## src/mae_defs.svh

```systemverilog
// register offsets, field layouts and reset values of the error bank
`ifndef MAE_DEFS_SVH
`define MAE_DEFS_SVH

// ==========================================================
// byte offsets
`define MAE_OFF_MADDR   12'h0f4
`define MAE_OFF_MADDRHI 12'h0f8
`define MAE_OFF_MDATA   12'h0fc
`define MAE_OFF_CAPHDR  12'h100
`define MAE_OFF_USTAT   12'h104
`define MAE_OFF_UMASK   12'h108
`define MAE_OFF_USEV    12'h10c
`define MAE_OFF_CSTAT   12'h110
`define MAE_OFF_CMASK   12'h114
`define MAE_OFF_CAPCTL  12'h118
`define MAE_OFF_HLOG0   12'h11c
`define MAE_OFF_HLOG1   12'h120
`define MAE_OFF_HLOG2   12'h124

// ==========================================================
// fixed fields, implemented bit sets, severity reset value and control bit positions
`define MAE_CAP_ID      16'h0001
`define MAE_CAP_VER     4'h1
`define MAE_CAP_NEXT    12'h150
`define MAE_UNC_VALID   32'h001f_f011
`define MAE_COR_VALID   32'h0000_11c1
`define MAE_USEV_RST    32'h0006_2011
`define MAE_CTL_GENCAP  5
`define MAE_CTL_GENEN   6
`define MAE_CTL_CHKCAP  7
`define MAE_CTL_CHKEN   8

`endif

```

## src/mae_pkg.sv

```systemverilog
// types of the interrupt message and error reporting register bank
`default_nettype none

package mae_pkg;

    // ==========================================================
    // whole state of the bank, registered as one word
    typedef struct packed {
        logic        hrst_s1;
        logic        hrst_s2;
        logic [29:0] maddr;
        logic [31:0] maddr_hi;
        logic [15:0] mdata;
        logic [31:0] ustat;
        logic [31:0] umask;
        logic [31:0] usev;
        logic [31:0] cstat;
        logic [31:0] cmask;
        logic [4:0]  fep;
        logic        ecrc_gen;
        logic        ecrc_chk;
        logic [95:0] hlog;
        logic [31:0] rdata;
        logic        irq_d;
        logic        msi_wr;
        logic        intx;
        logic        rep_fat;
        logic        rep_nf;
        logic        rep_cor;
    } mae_state_t;

endpackage

`default_nettype wire

```

## src/mae_regs.sv

```systemverilog
// interrupt message address/data and error reporting register bank
`include "mae_defs.svh"
`default_nettype none

module mae_regs
    import mae_pkg::*;
(
    // clock and resets
    input  wire logic        mclk_i,
    input  wire logic        resetn_i,
    input  wire logic        hot_resetn_i,
    // apb slave
    input  wire logic        psel_i,
    input  wire logic        penable_i,
    input  wire logic        pwrite_i,
    input  wire logic [11:0] paddr_i,
    input  wire logic [31:0] pwdata_i,
    output logic      [31:0] prdata_o,
    output logic             pready_o,
    output logic             pslverr_o,
    // error events from the link logic
    input  wire logic [31:0] unc_err_i,
    input  wire logic [31:0] cor_err_i,
    input  wire logic [95:0] hdr_i,
    // error reporting
    output logic             rep_fatal_o,
    output logic             rep_nonfatal_o,
    output logic             rep_cor_o,
    output logic             ecrc_gen_en_o,
    output logic             ecrc_chk_en_o,
    // interrupt delivery
    input  wire logic        msi_en_i,
    input  wire logic        intx_i,
    output logic             msi_wr_o,
    output logic      [63:0] msi_addr_o,
    output logic      [31:0] msi_data_o,
    output logic             intx_o
);

    // ==========================================================
    // helpers
    function automatic logic mapped(input logic [11:0] a);
        mapped = (a >= `MAE_OFF_MADDR) && (a <= `MAE_OFF_HLOG2)
                 && (a[1:0] == 2'b00);
    endfunction

    function automatic logic [4:0] low_idx(input logic [31:0] v);
        low_idx = 5'd0;
        for (int i = 31; i >= 0; i--) begin
            if (v[i]) begin
                low_idx = 5'(i);
            end
        end
    endfunction

    function automatic logic [31:0] rd_word(
        input logic [11:0] a,
        input mae_state_t  s
    );
        rd_word = 32'h0000_0000;
        case (a)
            `MAE_OFF_MADDR:   rd_word = {s.maddr, 2'b00};
            `MAE_OFF_MADDRHI: rd_word = s.maddr_hi;
            `MAE_OFF_MDATA:   rd_word = {16'h0000, s.mdata};
            `MAE_OFF_CAPHDR:  rd_word = {`MAE_CAP_NEXT, `MAE_CAP_VER,
                                         `MAE_CAP_ID};
            `MAE_OFF_USTAT:   rd_word = s.ustat;
            `MAE_OFF_UMASK:   rd_word = s.umask;
            `MAE_OFF_USEV:    rd_word = s.usev;
            `MAE_OFF_CSTAT:   rd_word = s.cstat;
            `MAE_OFF_CMASK:   rd_word = s.cmask;
            `MAE_OFF_CAPCTL:  rd_word = {23'h00_0000, s.ecrc_chk, 1'b1,
                                         s.ecrc_gen, 1'b1, s.fep};
            `MAE_OFF_HLOG0:   rd_word = s.hlog[95:64];
            `MAE_OFF_HLOG1:   rd_word = s.hlog[63:32];
            `MAE_OFF_HLOG2:   rd_word = s.hlog[31:0];
            default:          rd_word = 32'h0000_0000;
        endcase
    endfunction

    // ==========================================================
    // state
    localparam mae_state_t ST_RST = '{
        usev:    `MAE_USEV_RST,
        default: '0
    };

    mae_state_t s_r;
    mae_state_t s_nxt;

    logic        acc;
    logic        wr;
    logic [31:0] unew;
    logic [31:0] unm;
    logic [31:0] cnew;
    logic        fep_busy;
    logic        hot;

    assign acc      = psel_i & penable_i;
    assign wr       = acc & pwrite_i & mapped(paddr_i);
    assign unew     = unc_err_i & `MAE_UNC_VALID;
    assign unm      = unew & ~s_r.umask;
    assign cnew     = cor_err_i & `MAE_COR_VALID;
    assign fep_busy = s_r.ustat[s_r.fep];
    assign hot      = ~s_r.hrst_s2;

    // ==========================================================
    // next state
    always_comb begin
        s_nxt = s_r;
        s_nxt.hrst_s1 = hot_resetn_i;
        s_nxt.hrst_s2 = s_r.hrst_s1;

        // read data is latched in the setup phase, so it is a flop
        if (psel_i && !penable_i && !pwrite_i) begin
            s_nxt.rdata = rd_word(paddr_i, s_r);
        end

        if (wr) begin
            case (paddr_i)
                `MAE_OFF_MADDR: begin
                    s_nxt.maddr = pwdata_i[31:2];
                end
                `MAE_OFF_MADDRHI: begin
                    s_nxt.maddr_hi = pwdata_i;
                end
                `MAE_OFF_MDATA: begin
                    s_nxt.mdata = pwdata_i[15:0];
                end
                `MAE_OFF_UMASK: begin
                    s_nxt.umask = pwdata_i & `MAE_UNC_VALID;
                end
                `MAE_OFF_USEV: begin
                    s_nxt.usev = pwdata_i & `MAE_UNC_VALID;
                end
                `MAE_OFF_CMASK: begin
                    s_nxt.cmask = pwdata_i & `MAE_COR_VALID;
                end
                `MAE_OFF_CAPCTL: begin
                    s_nxt.ecrc_gen = pwdata_i[`MAE_CTL_GENEN];
                    s_nxt.ecrc_chk = pwdata_i[`MAE_CTL_CHKEN];
                end
                default: begin
                end
            endcase
        end

        // the event wins over a clearing write in the same cycle
        s_nxt.ustat = s_r.ustat;
        if (wr && paddr_i == `MAE_OFF_USTAT) begin
            s_nxt.ustat = s_r.ustat & ~pwdata_i;
        end
        s_nxt.ustat = s_nxt.ustat | unew;

        s_nxt.cstat = s_r.cstat;
        if (wr && paddr_i == `MAE_OFF_CSTAT) begin
            s_nxt.cstat = s_r.cstat & ~pwdata_i;
        end
        s_nxt.cstat = s_nxt.cstat | cnew;

        // a logged error stays until software clears its flag
        if (|unm && !fep_busy) begin
            s_nxt.fep  = low_idx(unm);
            s_nxt.hlog = hdr_i;
        end

        s_nxt.rep_fat = |(unm & s_r.usev);
        s_nxt.rep_nf  = |(unm & ~s_r.usev);
        s_nxt.rep_cor = |(cnew & ~s_r.cmask);

        // legacy pin is muted while messages are enabled
        s_nxt.irq_d  = intx_i;
        s_nxt.msi_wr = msi_en_i & intx_i & ~s_r.irq_d;
        s_nxt.intx   = ~msi_en_i & intx_i;

        // hot reset touches only the non-sticky fields
        if (hot) begin
            s_nxt.maddr    = '0;
            s_nxt.maddr_hi = '0;
            s_nxt.mdata    = '0;
            s_nxt.rdata    = '0;
            s_nxt.irq_d    = 1'b0;
            s_nxt.msi_wr   = 1'b0;
            s_nxt.intx     = 1'b0;
        end
    end

    always_ff @(posedge mclk_i or negedge resetn_i) begin
        if (!resetn_i) begin
            s_r <= ST_RST;
        end else begin
            s_r <= s_nxt;
        end
    end

    // ==========================================================
    // outputs
    assign prdata_o       = s_r.rdata;
    assign pready_o       = 1'b1;
    assign pslverr_o      = acc & ~mapped(paddr_i);
    assign rep_fatal_o    = s_r.rep_fat;
    assign rep_nonfatal_o = s_r.rep_nf;
    assign rep_cor_o      = s_r.rep_cor;
    assign ecrc_gen_en_o  = s_r.ecrc_gen;
    assign ecrc_chk_en_o  = s_r.ecrc_chk;
    assign msi_wr_o       = s_r.msi_wr;
    assign msi_addr_o     = {s_r.maddr_hi, s_r.maddr, 2'b00};
    assign msi_data_o     = {16'h0000, s_r.mdata};
    assign intx_o         = s_r.intx;
endmodule

`default_nettype wire

```

## config.mk

```make
export PLATFORM = sky130hd
export DESIGN_NAME = mae_regs
export DESIGN_NICKNAME = d
export VERILOG_FILES = /design/src/mae_pkg.sv /design/src/mae_regs.sv
export VERILOG_INCLUDE_DIRS = /design/src /design/src/src
export SDC_FILE = /design/constraint.sdc
export NUM_CORES = 1
export LEC_CHECK = 0
export ABC_AREA = 1
export BUFFER_PORTS_ARGS = -buffer_cell sky130_fd_sc_hd__buf_2
export CAP_MARGIN = 15
export CELL_PAD_IN_SITES_DETAIL_PLACEMENT = 1
export CELL_PAD_IN_SITES_GLOBAL_PLACEMENT = 2
export CORE_MARGIN = 8
export CORE_UTILIZATION = 31
export DETAILED_ROUTE_END_ITERATION = 8
export PLACE_DENSITY_LB_ADDON = 0.3
export SLEW_MARGIN = 20
export SYNTH_ARGS = -nofsm -noshare
export SYNTH_HDL_FRONTEND = slang
export SYNTH_SLANG_ARGS = --single-unit
```

## constraint.sdc

```tcl
create_clock -name mclk_i -period 2.55 [get_ports mclk_i]
set_input_delay 0.51 -clock mclk_i [delete_from_list [all_inputs] [get_ports mclk_i]]
set_output_delay 0.51 -clock mclk_i [all_outputs]
set_load 0.05 [all_outputs]
```

=== Word level (Yosys, flattened, before mapping) ===
Index checks and enable logic that the tools add are counted.
Widths: inputs -> output; s select.

* Order comparisons: 3
* Equal/unequal tests: 18
* Multiplexer cells: 44
* Bitwise gates (word level): 22
* Reduce and logical (&&, ||, !) cells: 22

{| class="wikitable"
|+ Operators with widths
! kind !! number
|-
| $pmux 32 s13 || 1
|-
| $mux 5 || 32
|-
| $mux 78 || 2
|-
| $mux 32 || 4
|-
| $reduce_or 32->1 || 4
|-
| $eq 12x9->1 const B || 10
|-
| $and 32x32->32 || 3
|-
| $not 21->32 || 2
|-
| $eq 12x8->1 const B || 3
|-
| $mux 35 || 1
|-
| $and 13x32->32 || 1
|-
| $and 21x32->32 || 1
|-
| $and 32x21->32 || 1
|-
| $not 13->32 || 1
|-
| $not 32->32 || 1
|-
| $or 32x13->32 || 1
|-
| $or 32x21->32 || 1
|-
| $mux 30 || 1
|-
| $mux 16 || 1
|-
| $reduce_and 2->1 || 7
|-
| $ge 12x8->1 const B || 1
|-
| $le 12x9->1 const B || 1
|-
| $ne 2x1->1 const B || 5
|-
| $and 1x1->1 || 7
|-
| other kinds (7) || 17
|}

* Register bits: 312

=== Logic depth before layout (Yosys ltp) ===
Gate-level depths: netlist of the first run.

* Word-level depth: 34
* Gate-level depth with buffers: 14
* Mapped depth without buffers: 12

=== Worst setup path before layout of the first run ===
No wires, ideal clock.

* Path kind: input to output
* Start point: input port paddr_i[4]
* End point: output port pslverr_o
* Arrival time: 2.203 ns
* Data required time: 2.040 ns
* Slack: -0.163 ns
* Cell stages on the path: 7
* Buffers on the path: 0
* Cell sequence: inv_2 -> nand2_1 -> nor2_1 -> nand2_1 -> o21ai_2 -> a21boi_4 -> nor3_1

* Cells in the longest elaborated chain, start to end: 5
* Elaborated cells on any way between the ends: 6

{| class="wikitable"
|+ RTL lines
! item !! RTL line !! RTL
|-
| from (decl) || mae_regs.sv:16 || <nowiki>input wire logic [11:0] paddr_i,</nowiki>
|-
| $ge 12x8->1 (no line) or $le 12x9->1 (tied branches) || -- ||
|-
| $logic_and 1x1->1 * (2 in series) || mae_regs.sv:43 || <nowiki>mapped = (a >= `MAE_OFF_MADDR) && (a <= `MAE_OFF_HLOG2)</nowiki>
|-
| $not 1->1 * || mae_regs.sv:200 || <nowiki>assign pslverr_o = acc & ~mapped(paddr_i);</nowiki>
|-
| $and 1x1->1 * || mae_regs.sv:200 ||
|-
| to (decl) || mae_regs.sv:20 || <nowiki>output logic pslverr_o,</nowiki>
|}

Mark *: on every way between the ends. The rest lies on a longest branch, timed or not.

=== Final worst setup path of the first run ===
Same ends and word-level chain as after synthesis.

==> flow_metrics.py, run 1 <==
metrics = {
    "outcome": {
        "outcome": "complete, no violations",
    },
    "sta": {
        "worst_pin_slew_ps": 585,
        "max_slew_margin_pct": 60.9,
        "fmax_mhz": 414,
        "period_needed_ps": 2420,
        "fin_skew_ps": 18.9,
        "setup_viol": 0,
        "slew_violations": 0,
        "timing.hold.ws_ps": 66.5,
        "finalHoldViolCount": 0,
        "timing.final.crit_share_pct": 94.7,
    },
    "final_layout": {
        "num-nets-final": 2573,
        "n_fill_cell": 6497,
        "syn_to_final_growth_pct": 18.9,
        "drive_above_1_share_pct": 18.9,
        "seqCellArea_um2": 7820,
        "finalCoreUtilization_pct": 37.3,
        "multi_input_area_um2": 6660,
    },
    "clock_network": {
        "clock-sinks": 312,
        "root_buffer": "clkbuf_16",
        "worstSkewPairLatency_ps": 570,
        "cts_tree": "built",
        "clk_path_buf_depth": 3,
        "path_clk_slew_ps": 60,
        "htree_num_levels": 2,
        "cts_made_buffers": 39,
    },
    "setup_path": {
        "path_class": "in2out",
        "cp.required_ps": 2040,
        "worstPathArrival_ps": 1910,
        "worst_path_largest_cell_delay_ps": 260,
        "path_cells": "buf_2 -> nand2_1 -> nor2_2 -> nand2_1 -> a21oi_4 -> a21boi_4 -> nor3_2 -> clkbuf_4",
        "critPathLaunchType": "primary input",
        "crit_slowest_cell": "a21boi_4",
        "crit_top_cell": "nand2_1",
        "cp_max_fo": 7,
        "cp-end-kind": "output pin",
    },
    "synth": {
        "ys_ff_latch": 312,
        "syn_area_um2": 16500,
        "synth_cells": 2190,
        "synth-seq-area-share_pct": 47.4,
        "synth_edf_count": 0,
        "ys.flop_type": "dfrtp_1",
        "synthDistinctLibCells": 36,
        "async_flop_share_pct": 100,
        "yosys_warnings": 0,
        "synth.avg_cell_area_um2": 7.52,
    },
    "route": {
        "wirelength_um": 64700,
        "via_count": 15400,
        "dr.first_iter.drc_count": 1007,
        "viasPerCell": 4.99,
        "ant_nets": 0,
        "drc_errors": 0,
        "dr.pass1.iters": 5,
        "wl_per_cell_um": 21.0,
    },
    "power": {
        "p_per_area_nw_per_um2": 753,
        "leakagePower_nw": 10.2,
        "ir_worst_vdd_v": 0.000598,
    },
    "place": {
        "gp_congestion": 0.876,
        "hpwl_um": 48500,
        "io_buffers": 281,
    },
    "hold_path": {
        "hp-class": "in2reg",
    },
    "global_routing": {
        "grt_overflow": 0,
        "grt_usage_pct": 21.2,
        "grt_pass1_wl_um": 99600,
        "first_global_vias": 16200,
        "grt_max_degree": 114,
        "antenna_found_initial": 4,
    },
    "floorplan": {
        "dieArea_um2": 60800,
        "rows": 84,
        "initial_core_util_pct": 31.4,
        "io_pins": 349,
        "core_area_um2": 52600,
        "die_y_um": 247,
        "die_x_um": 247,
    },
    "flow_run": {
        "drv_cap": 0,
    },
}
==> cell usage in the layout, fill, tap and decap left out, drive strengths merged <==
master | synthesis | layout
nand2 | 574 | 574
buf | 197 | 360
nand3 | 341 | 341
dfrtp | 307 | 307
nor2 | 254 | 254
inv | 167 | 171
o21ai | 141 | 141
nand4 | 111 | 111
clkbuf | 52 | 55
conb | 2 | 19
clkinv | 3 | 9
o21a | 8 | 8
o22ai | 6 | 6
a21oi | 6 | 6
dfstp | 5 | 5
a31oi | 4 | 4
diode | 0 | 3
nor3 | 3 | 3
or2 | 2 | 2
a221oi | 2 | 2
bufinv | 0 | 2
nor4 | 1 | 1
o221ai | 1 | 1
a21boi | 1 | 1
o211ai | 1 | 1
and3 | 1 | 1
clkinvlp | 0 | 1
dlygate4sd3 | 0 | 1
==> where the power goes <==
part	switching [mW]	internal, mW
clock	2.23	3.22
sequential	0.431	5.75
combinational	2.11	0.995
total	4.78	9.97
==> flip-flops by register name (all words and copies together) (netlist names) <==
name and flops:
ecrc_chk_en_o 1, ecrc_gen_en_o 1, intx_o 1, msi_addr_o 62, msi_data_o 16, msi_wr_o 1, prdata_o 32, rep_cor_o 1
rep_fatal_o 1, rep_nonfatal_o 1, s_nxt 1, s_r 194
==> path summary, 6_finish.rpt <==
path	cells past startpoint	endpoint	from	slack, ps
worst max-delay path	8	pslverr_o	paddr_i[4]	130
worst min-delay path	1	s_nxt[379]	hot_resetn_i	70
worst max register to register	10	s_r[60]	s_r[136]	180
worst min register to register	0	s_r[379]	s_nxt[379]	360
max in group asynchronous	3	msi_addr_o[45]	resetn_i	1240
min in group asynchronous	2	msi_wr_o	resetn_i	460
==> worst max-delay path, delay by kind of cell <==
family | cells | cell delay, ps
simple gates | 4 | 540
compound gates | 2 | 490
buf+inv | 2 | 370
==> through the flow <==
stage | worst slack, ps | power [mW] | setup TNS (ps) | area [um2] | instances
6_report | 135 | 14.8 | 0 | 19600 | 3078
5_1_grt | -2.13 | 15.7 | -2.13 | 19600 | 3076
3_5_place_dp | 64.1 | 9.46 | 0 | 18300 | 3005
4_1_cts | 64.9 | 15.0 | 0 | 19600 | 3073
2_1_floorplan | 271 | 8.26 | 0 | 16500 | 2207
3_3_place_gp | 98.2 | 9.35 | 0 | 18300 | 3005
==> cell families (layout without fill, tap and decap cells) <==
group	Yosys count	in the layout	share of synthesized area, %
simple gates	1287	1287	34.0
flops	312	312	47.4
buf+inv	419	599	12.9
compound gates	170	170	5.62
other cells	2	22	0.0456
==> area by class of cell <==
type                       instances  share of cell area, %
antenna                            3                 0.0383
clock buffer                      54                   5.63
clock inverter                    13                  0.677
inverter                         170                   3.26
multi-input combinational       1476                   34.0
sequential                       312                   39.9
tap                              688                   4.39
timing repair buffer             362                   12.1
==> synthesized netlist by cell type, drive strengths merged (4+ instances only) <==
cell / instances / area (um2)
dfrtp: 307 / 7680
nand2: 574 / 2160
a31oi: 4 / 25.0
nand3: 341 / 1720
o21ai: 141 / 709
nand4: 111 / 701
inv: 167 / 627
buf: 197 / 1290
dfstp: 5 / 131
o22ai: 6 / 37.5
nor2: 254 / 978
a21oi: 6 / 41.3
o21a: 8 / 60.1
clkbuf: 52 / 195
==> routing by layer <==
metal / wire length, um / share of wire [%] / track usage [%]
met1: 30000 / 46 / 29.2
met2: 30000 / 46 / 34.3
met3: 3020 / 4.7 / 3.50
met4: 1680 / 2.6 / 5.54
met5: 23 / 0.036 / 0
==> timing repair <==
action / CTS / global route
endpoints found under the hold margin: 37 / 0
endpoints found under the setup margin: 0 / 1
setup buffers: 0 / 2
hold buffers: 1 / 0
gates resized for setup: 0 / 1
Note: power is estimated with default switching activity, not from simulation.
==> run 2: changes to the inputs <==
BUFFER_PORTS_ARGS = not set   (was -buffer_cell sky130_fd_sc_hd__buf_2)
CORE_UTILIZATION = 36   (was 31)
DONT_BUFFER_PORTS = 1   (was not set)
==> flow_metrics.py, run 2 (same netlist as run 1, synthesis figures left out) <==
metrics = {
    "floorplan": {
        "dieArea_um2": 52900,
        "initial_core_util_pct": 36.4,
        "core_area_um2": 45300,
        "rows": 78,
        "io_pins": 349,
        "die_x_um": 230,
        "die_y_um": 230,
    },
    "clock_network": {
        "postCtsSetupBuffers": 0,
        "clock-sinks": 312,
        "htree_num_levels": 2,
        "cts_made_buffers": 39,
        "worstSkewPairLatency_ps": 550,
        "root_buffer": "clkbuf_16",
        "path_clk_slew_ps": 60,
        "holdBufCountCts": 2,
        "cts_tree": "built",
        "clk_path_buf_depth": 3,
    },
    "power": {
        "ir_worst_vdd_v": 0.000654,
        "p_per_area_nw_per_um2": 823,
        "leakagePower_nw": 8.82,
    },
    "flow_run": {
        "drv_cap": 0,
    },
    "route": {
        "wl_per_cell_um": 23.1,
        "ant_nets": 0,
        "viasPerCell": 5.31,
        "via_count": 14300,
        "dr.pass1.iters": 5,
        "drc_errors": 0,
        "dr.first_iter.drc_count": 980,
        "wirelength_um": 62200,
    },
    "global_routing": {
        "grt_overflow": 0,
        "grt_pass1_wl_um": 94800,
        "grt_usage_pct": 23.1,
        "grt_max_degree": 313,
        "antenna_found_initial": 3,
        "first_global_vias": 14800,
    },
    "sta": {
        "period_needed_ps": 2390,
        "setup_viol": 0,
        "fin_skew_ps": 16.4,
        "setup-tns-final_ps": 0,
        "fmax_mhz": 418,
        "worst_pin_slew_ps": 784,
        "timing.hold.ws_ps": -349,
        "timing.final.crit_share_pct": 93.7,
        "finalHoldViolCount": 307,
        "slew_violations": 0,
        "rsz0062_at_grt": "false",
        "max_slew_margin_pct": 47.7,
    },
    "final_layout": {
        "final_area_um2": 17800,
        "largest_reg_flops": 194,
        "top_register": "s_r",
        "drive_above_1_share_pct": 7.23,
        "num-nets-final": 2272,
        "final_cell_mix": "570 x nand2_1, 336 x nand3_1, 306 x dfrtp_1",
        "final_common_cell": "nand2_1",
        "syn_to_final_growth_pct": 8.29,
    },
    "place": {
        "gp_congestion": 0.874,
        "place_area_um2": 16500,
        "io_buffers": 0,
        "hpwl_um": 45100,
    },
    "setup_path": {
        "critPathLaunchType": "primary input",
        "worstPathArrival_ps": 1880,
        "cp.required_ps": 2040,
        "cp_max_fo": 6,
        "cp-end-kind": "output pin",
        "r2r_cells": 12,
        "path_class": "in2out",
    },
    "hold_path": {
        "hp-class": "in2async",
    },
    "outcome": {
        "outcome": "finished with violations",
        "violations": "negative hold slack",
    },
}
run 2: path summary, 6_finish.rpt:
| check | startpoint | to | slack, ps |
|---|---|---|---|
| max in group asynchronous | resetn_i | s_r[90] | 2430 |
| min in group mclk_i | unc_err_i[16] | s_r[285] | 70 |
| min | resetn_i | intx_o | -350 |
| min reg2reg | s_nxt[379] | s_r[379] | 360 |
| max reg2reg | s_r[136] | s_r[131] | 330 |
| max | paddr_i[11] | pslverr_o | 160 |
run 2: critical path, cell delays in order:
cell and delay (ps):
nor2_1 60, nand2_1 130, clkinv_1 250, a21oi_4 320, a21boi_4 350, nor3_2 70
buf_4 190
run 2: area by class of cell:
class	count	area (um2)
multi-input combinational	1476	6660
clock buffer	60	1190
fill	5585	27400
timing repair buffer	61	688
tap	600	751
clock inverter	10	103
antenna	1	2.50
sequential	312	7820
inverter	170	642
run 2: per-layer routing:
layer	vias up	part of all wire (%)	track usage [%]
met1	7128	45	31.6
li1	6716	-	-
met3	85	6.8	5.69
met4	2	2.8	7.36
met2	364	45	35.6
met5	-	0.014	0
run 2: metrics by stage:
step / total power [mW] / utilization, % / setup WS [ps] / std cells
after floorplan: 8.26 / - / 271 / 2207
after global placement: 9.08 / 36.5 / 201 / 2617
after detailed placement: 9.21 / 36.5 / 169 / 2617
after CTS: 14.9 / 39.4 / 165 / 2689
after global routing: 15.5 / 39.4 / 74.1 / 2690
final: 14.7 / 39.4 / 160 / 2690
run 2: where the power goes:
group          switching, mW  total, mW  leakage, nW  internal, mW
logic                   1.97       2.87         4.30         0.893
registers              0.453       6.21         3.88          5.75
clock network           2.22       5.62        0.638          3.40
total                   4.65       14.7         8.82          10.0
run 2: timing repair:
item	CTS	global route
endpoints found under the hold margin	314	312
endpoints found under the setup margin	0	1
gates resized for setup	0	1
==> run 3: changes to the inputs <==
--- a/config.mk
+++ b/config.mk
@@ -16,3 +16,3 @@
 export DONT_BUFFER_PORTS = 1
-export PLACE_DENSITY_LB_ADDON = 0.3
+export PLACE_DENSITY_LB_ADDON = 0.1
 export SLEW_MARGIN = 20
==> constraint.sdc (replaced) <==
create_clock -name mclk_i -period 2.55 [get_ports mclk_i]
set_input_delay 0 -clock mclk_i [delete_from_list [all_inputs] [get_ports mclk_i]]
set_output_delay 0 -clock mclk_i [all_outputs]
set_load 0.05 [all_outputs]
==> flow_metrics.py, run 3 (same netlist as run 1, synthesis figures left out) <==
metrics = {
    "outcome": {
        "outcome": "finished with violations",
        "violations": "negative hold slack",
    },
    "power": {
        "p_sw_share_pct": 31.4,
        "clockPowerShare_pct": 38.6,
        "p_per_area_nw_per_um2": 775,
        "switchingPower_mw": 4.71,
        "power_frac_comb_pct": 20.0,
        "ir_worst_vdd_v": 0.000546,
        "leakagePower_nw": 9.38,
        "seqPwrFrac_pct": 41.4,
        "internal_power_mw": 10.3,
    },
    "final_layout": {
        "multi_input_area_um2": 6660,
        "n_fill_cell": 5555,
        "num-nets-final": 2425,
        "final_cells": 2843,
        "syn_to_final_growth_pct": 17.3,
        "seqCellArea_um2": 7820,
        "final_common_cell": "nand2_1",
        "final_cell_mix": "570 x nand2_1, 336 x nand3_1, 306 x dfrtp_1",
        "top_register": "s_r",
        "finalCoreUtilization_pct": 42.7,
        "drive_above_1_share_pct": 6.07,
        "largest_reg_flops": 194,
    },
    "place": {
        "hpwl_um": 45400,
        "gp_congestion": 0.859,
        "placed_cells": 2605,
        "io_buffers": 0,
        "dp_slack_ps": 418,
    },
    "clock_network": {
        "cts_resized": 0,
        "worstSkewPairLatency_ps": 550,
        "holdBufCountCts": 166,
        "htree_num_levels": 2,
        "postCtsSetupBuffers": 0,
        "root_buffer": "clkbuf_16",
        "cts_tree": "built",
        "cts_made_buffers": 40,
        "clk_path_buf_depth": 3,
        "path_clk_slew_ps": 60,
        "clock-sinks": 312,
    },
    "sta": {
        "timing.final.crit_share_pct": 85.3,
        "finalHoldViolCount": 312,
        "timing.hold.ws_ps": -847,
        "setup-tns-final_ps": 0,
        "fmax_mhz": 460,
        "worst_pin_slew_ps": 978,
        "setup_viol": 0,
        "fin_skew_ps": 11.0,
        "rsz0062_at_grt": "false",
        "max_slew_margin_pct": 34.8,
        "worst_slack_ps": 374,
        "slew_violations": 0,
        "period_needed_ps": 2180,
    },
    "route": {
        "wl_met3_um": 3490,
        "ant_nets": 0,
        "dr.max_layer_used": "met5",
        "dr.first_iter.drc_count": 936,
        "wirelength_um": 64200,
        "wl_per_cell_um": 22.6,
        "viasPerCell": 5.24,
        "routedLengthMet1_um": 29400,
        "via_count": 14900,
        "drc_errors": 0,
        "dr.pass1.iters": 5,
        "wl_met2_um": 29900,
    },
    "floorplan": {
        "io_pins": 349,
        "core_area_um2": 45300,
        "die_y_um": 230,
        "dieArea_um2": 52900,
        "initial_core_util_pct": 36.4,
        "die_x_um": 230,
        "rows": 78,
    },
    "global_routing": {
        "grt_usage_pct": 24.0,
        "grt_overflow": 0,
        "first_global_vias": 15800,
        "antenna_found_initial": 5,
        "grt_max_degree": 313,
        "grt_pass1_wl_um": 98700,
    },
    "setup_path": {
        "worstPathArrival_ps": 2660,
        "crit_top_cell": "nand2_1",
        "path_class": "reg2reg",
        "r2r-start": "s_r[241]",
        "cp-end-kind": "flip-flop",
        "path_cells": "or2_2 -> nand2_1 -> inv_1 -> nand3_1 -> nor2_1 -> nand3_4 -> nand3_4 -> buf_12 -> nand2_1 -> nand2_1",
        "cp_max_fo": 56,
        "crit_slowest_cell": "dfrtp_1",
        "worst_path_largest_cell_delay_ps": 360,
        "r2r_cells": 10,
        "cp.required_ps": 3030,
        "reg2reg_slack_ps": 370,
        "critPathLaunchType": "flip-flop",
        "timing.rr.end": "s_r[125]",
    },
    "hold_path": {
        "hp-class": "in2async",
    },
    "flow_run": {
        "drv_cap": 0,
    },
}
[run 3: worst max-delay path by stage]
stage / from / cells past startpoint / end / slack, ps
2_1_floorplan: s_r[136] / 14 / s_r[138] / 750
3_5_place_dp: s_r[241] / 10 / s_r[91] / 420
6_report: s_r[241] / 10 / s_r[125] / 370
5_1_grt: s_r[241] / 10 / s_r[125] / 190
4_1_cts: s_r[241] / 10 / s_r[91] / 400
3_3_place_gp: paddr_i[10] / 8 / s_r[219] / 420
[run 3: cell type report]
class | instances | area share, %
Antenna cell | 1 | 0.0129
Timing Repair Buffer | 213 | 11.1
Inverter | 170 | 3.30
Sequential cell | 312 | 40.4
Clock buffer | 63 | 6.20
Tap cell | 600 | 3.88
Clock inverter | 8 | 0.608
Multi-Input combinational cell | 1476 | 34.4
[run 3: power groups by stage]
stage,sequential [mW],clock [mW],combinational [mW]
2_1_floorplan,6.14,0,2.12
3_3_place_gp,6.27,0,2.69
3_5_place_dp,6.28,0,2.78
4_1_cts,6.20,5.91,3.00
5_1_grt,6.30,6.06,3.42
6_report,6.20,5.79,2.99
[run 3: critical path, delay by kind of cell, from the launching register on]
family	cells	cell delay, ps
buf+inv	2	350
flops	1	360
simple gates	8	1360
[run 3: stage by stage]
step           area (um2)  power, mW
2_1_floorplan       16500       8.26
3_3_place_gp        16400       8.95
3_5_place_dp        16400       9.06
4_1_cts             19300       15.1
5_1_grt             19300       15.8
6_report            19300       15.0
[run 3: per-layer routing]
layer	GRT usage, %	vias to the layer above
li1	-	7019
met1	32.8	7440
met2	39.0	359
met3	4.48	89
met4	5.78	4
met5	0	-
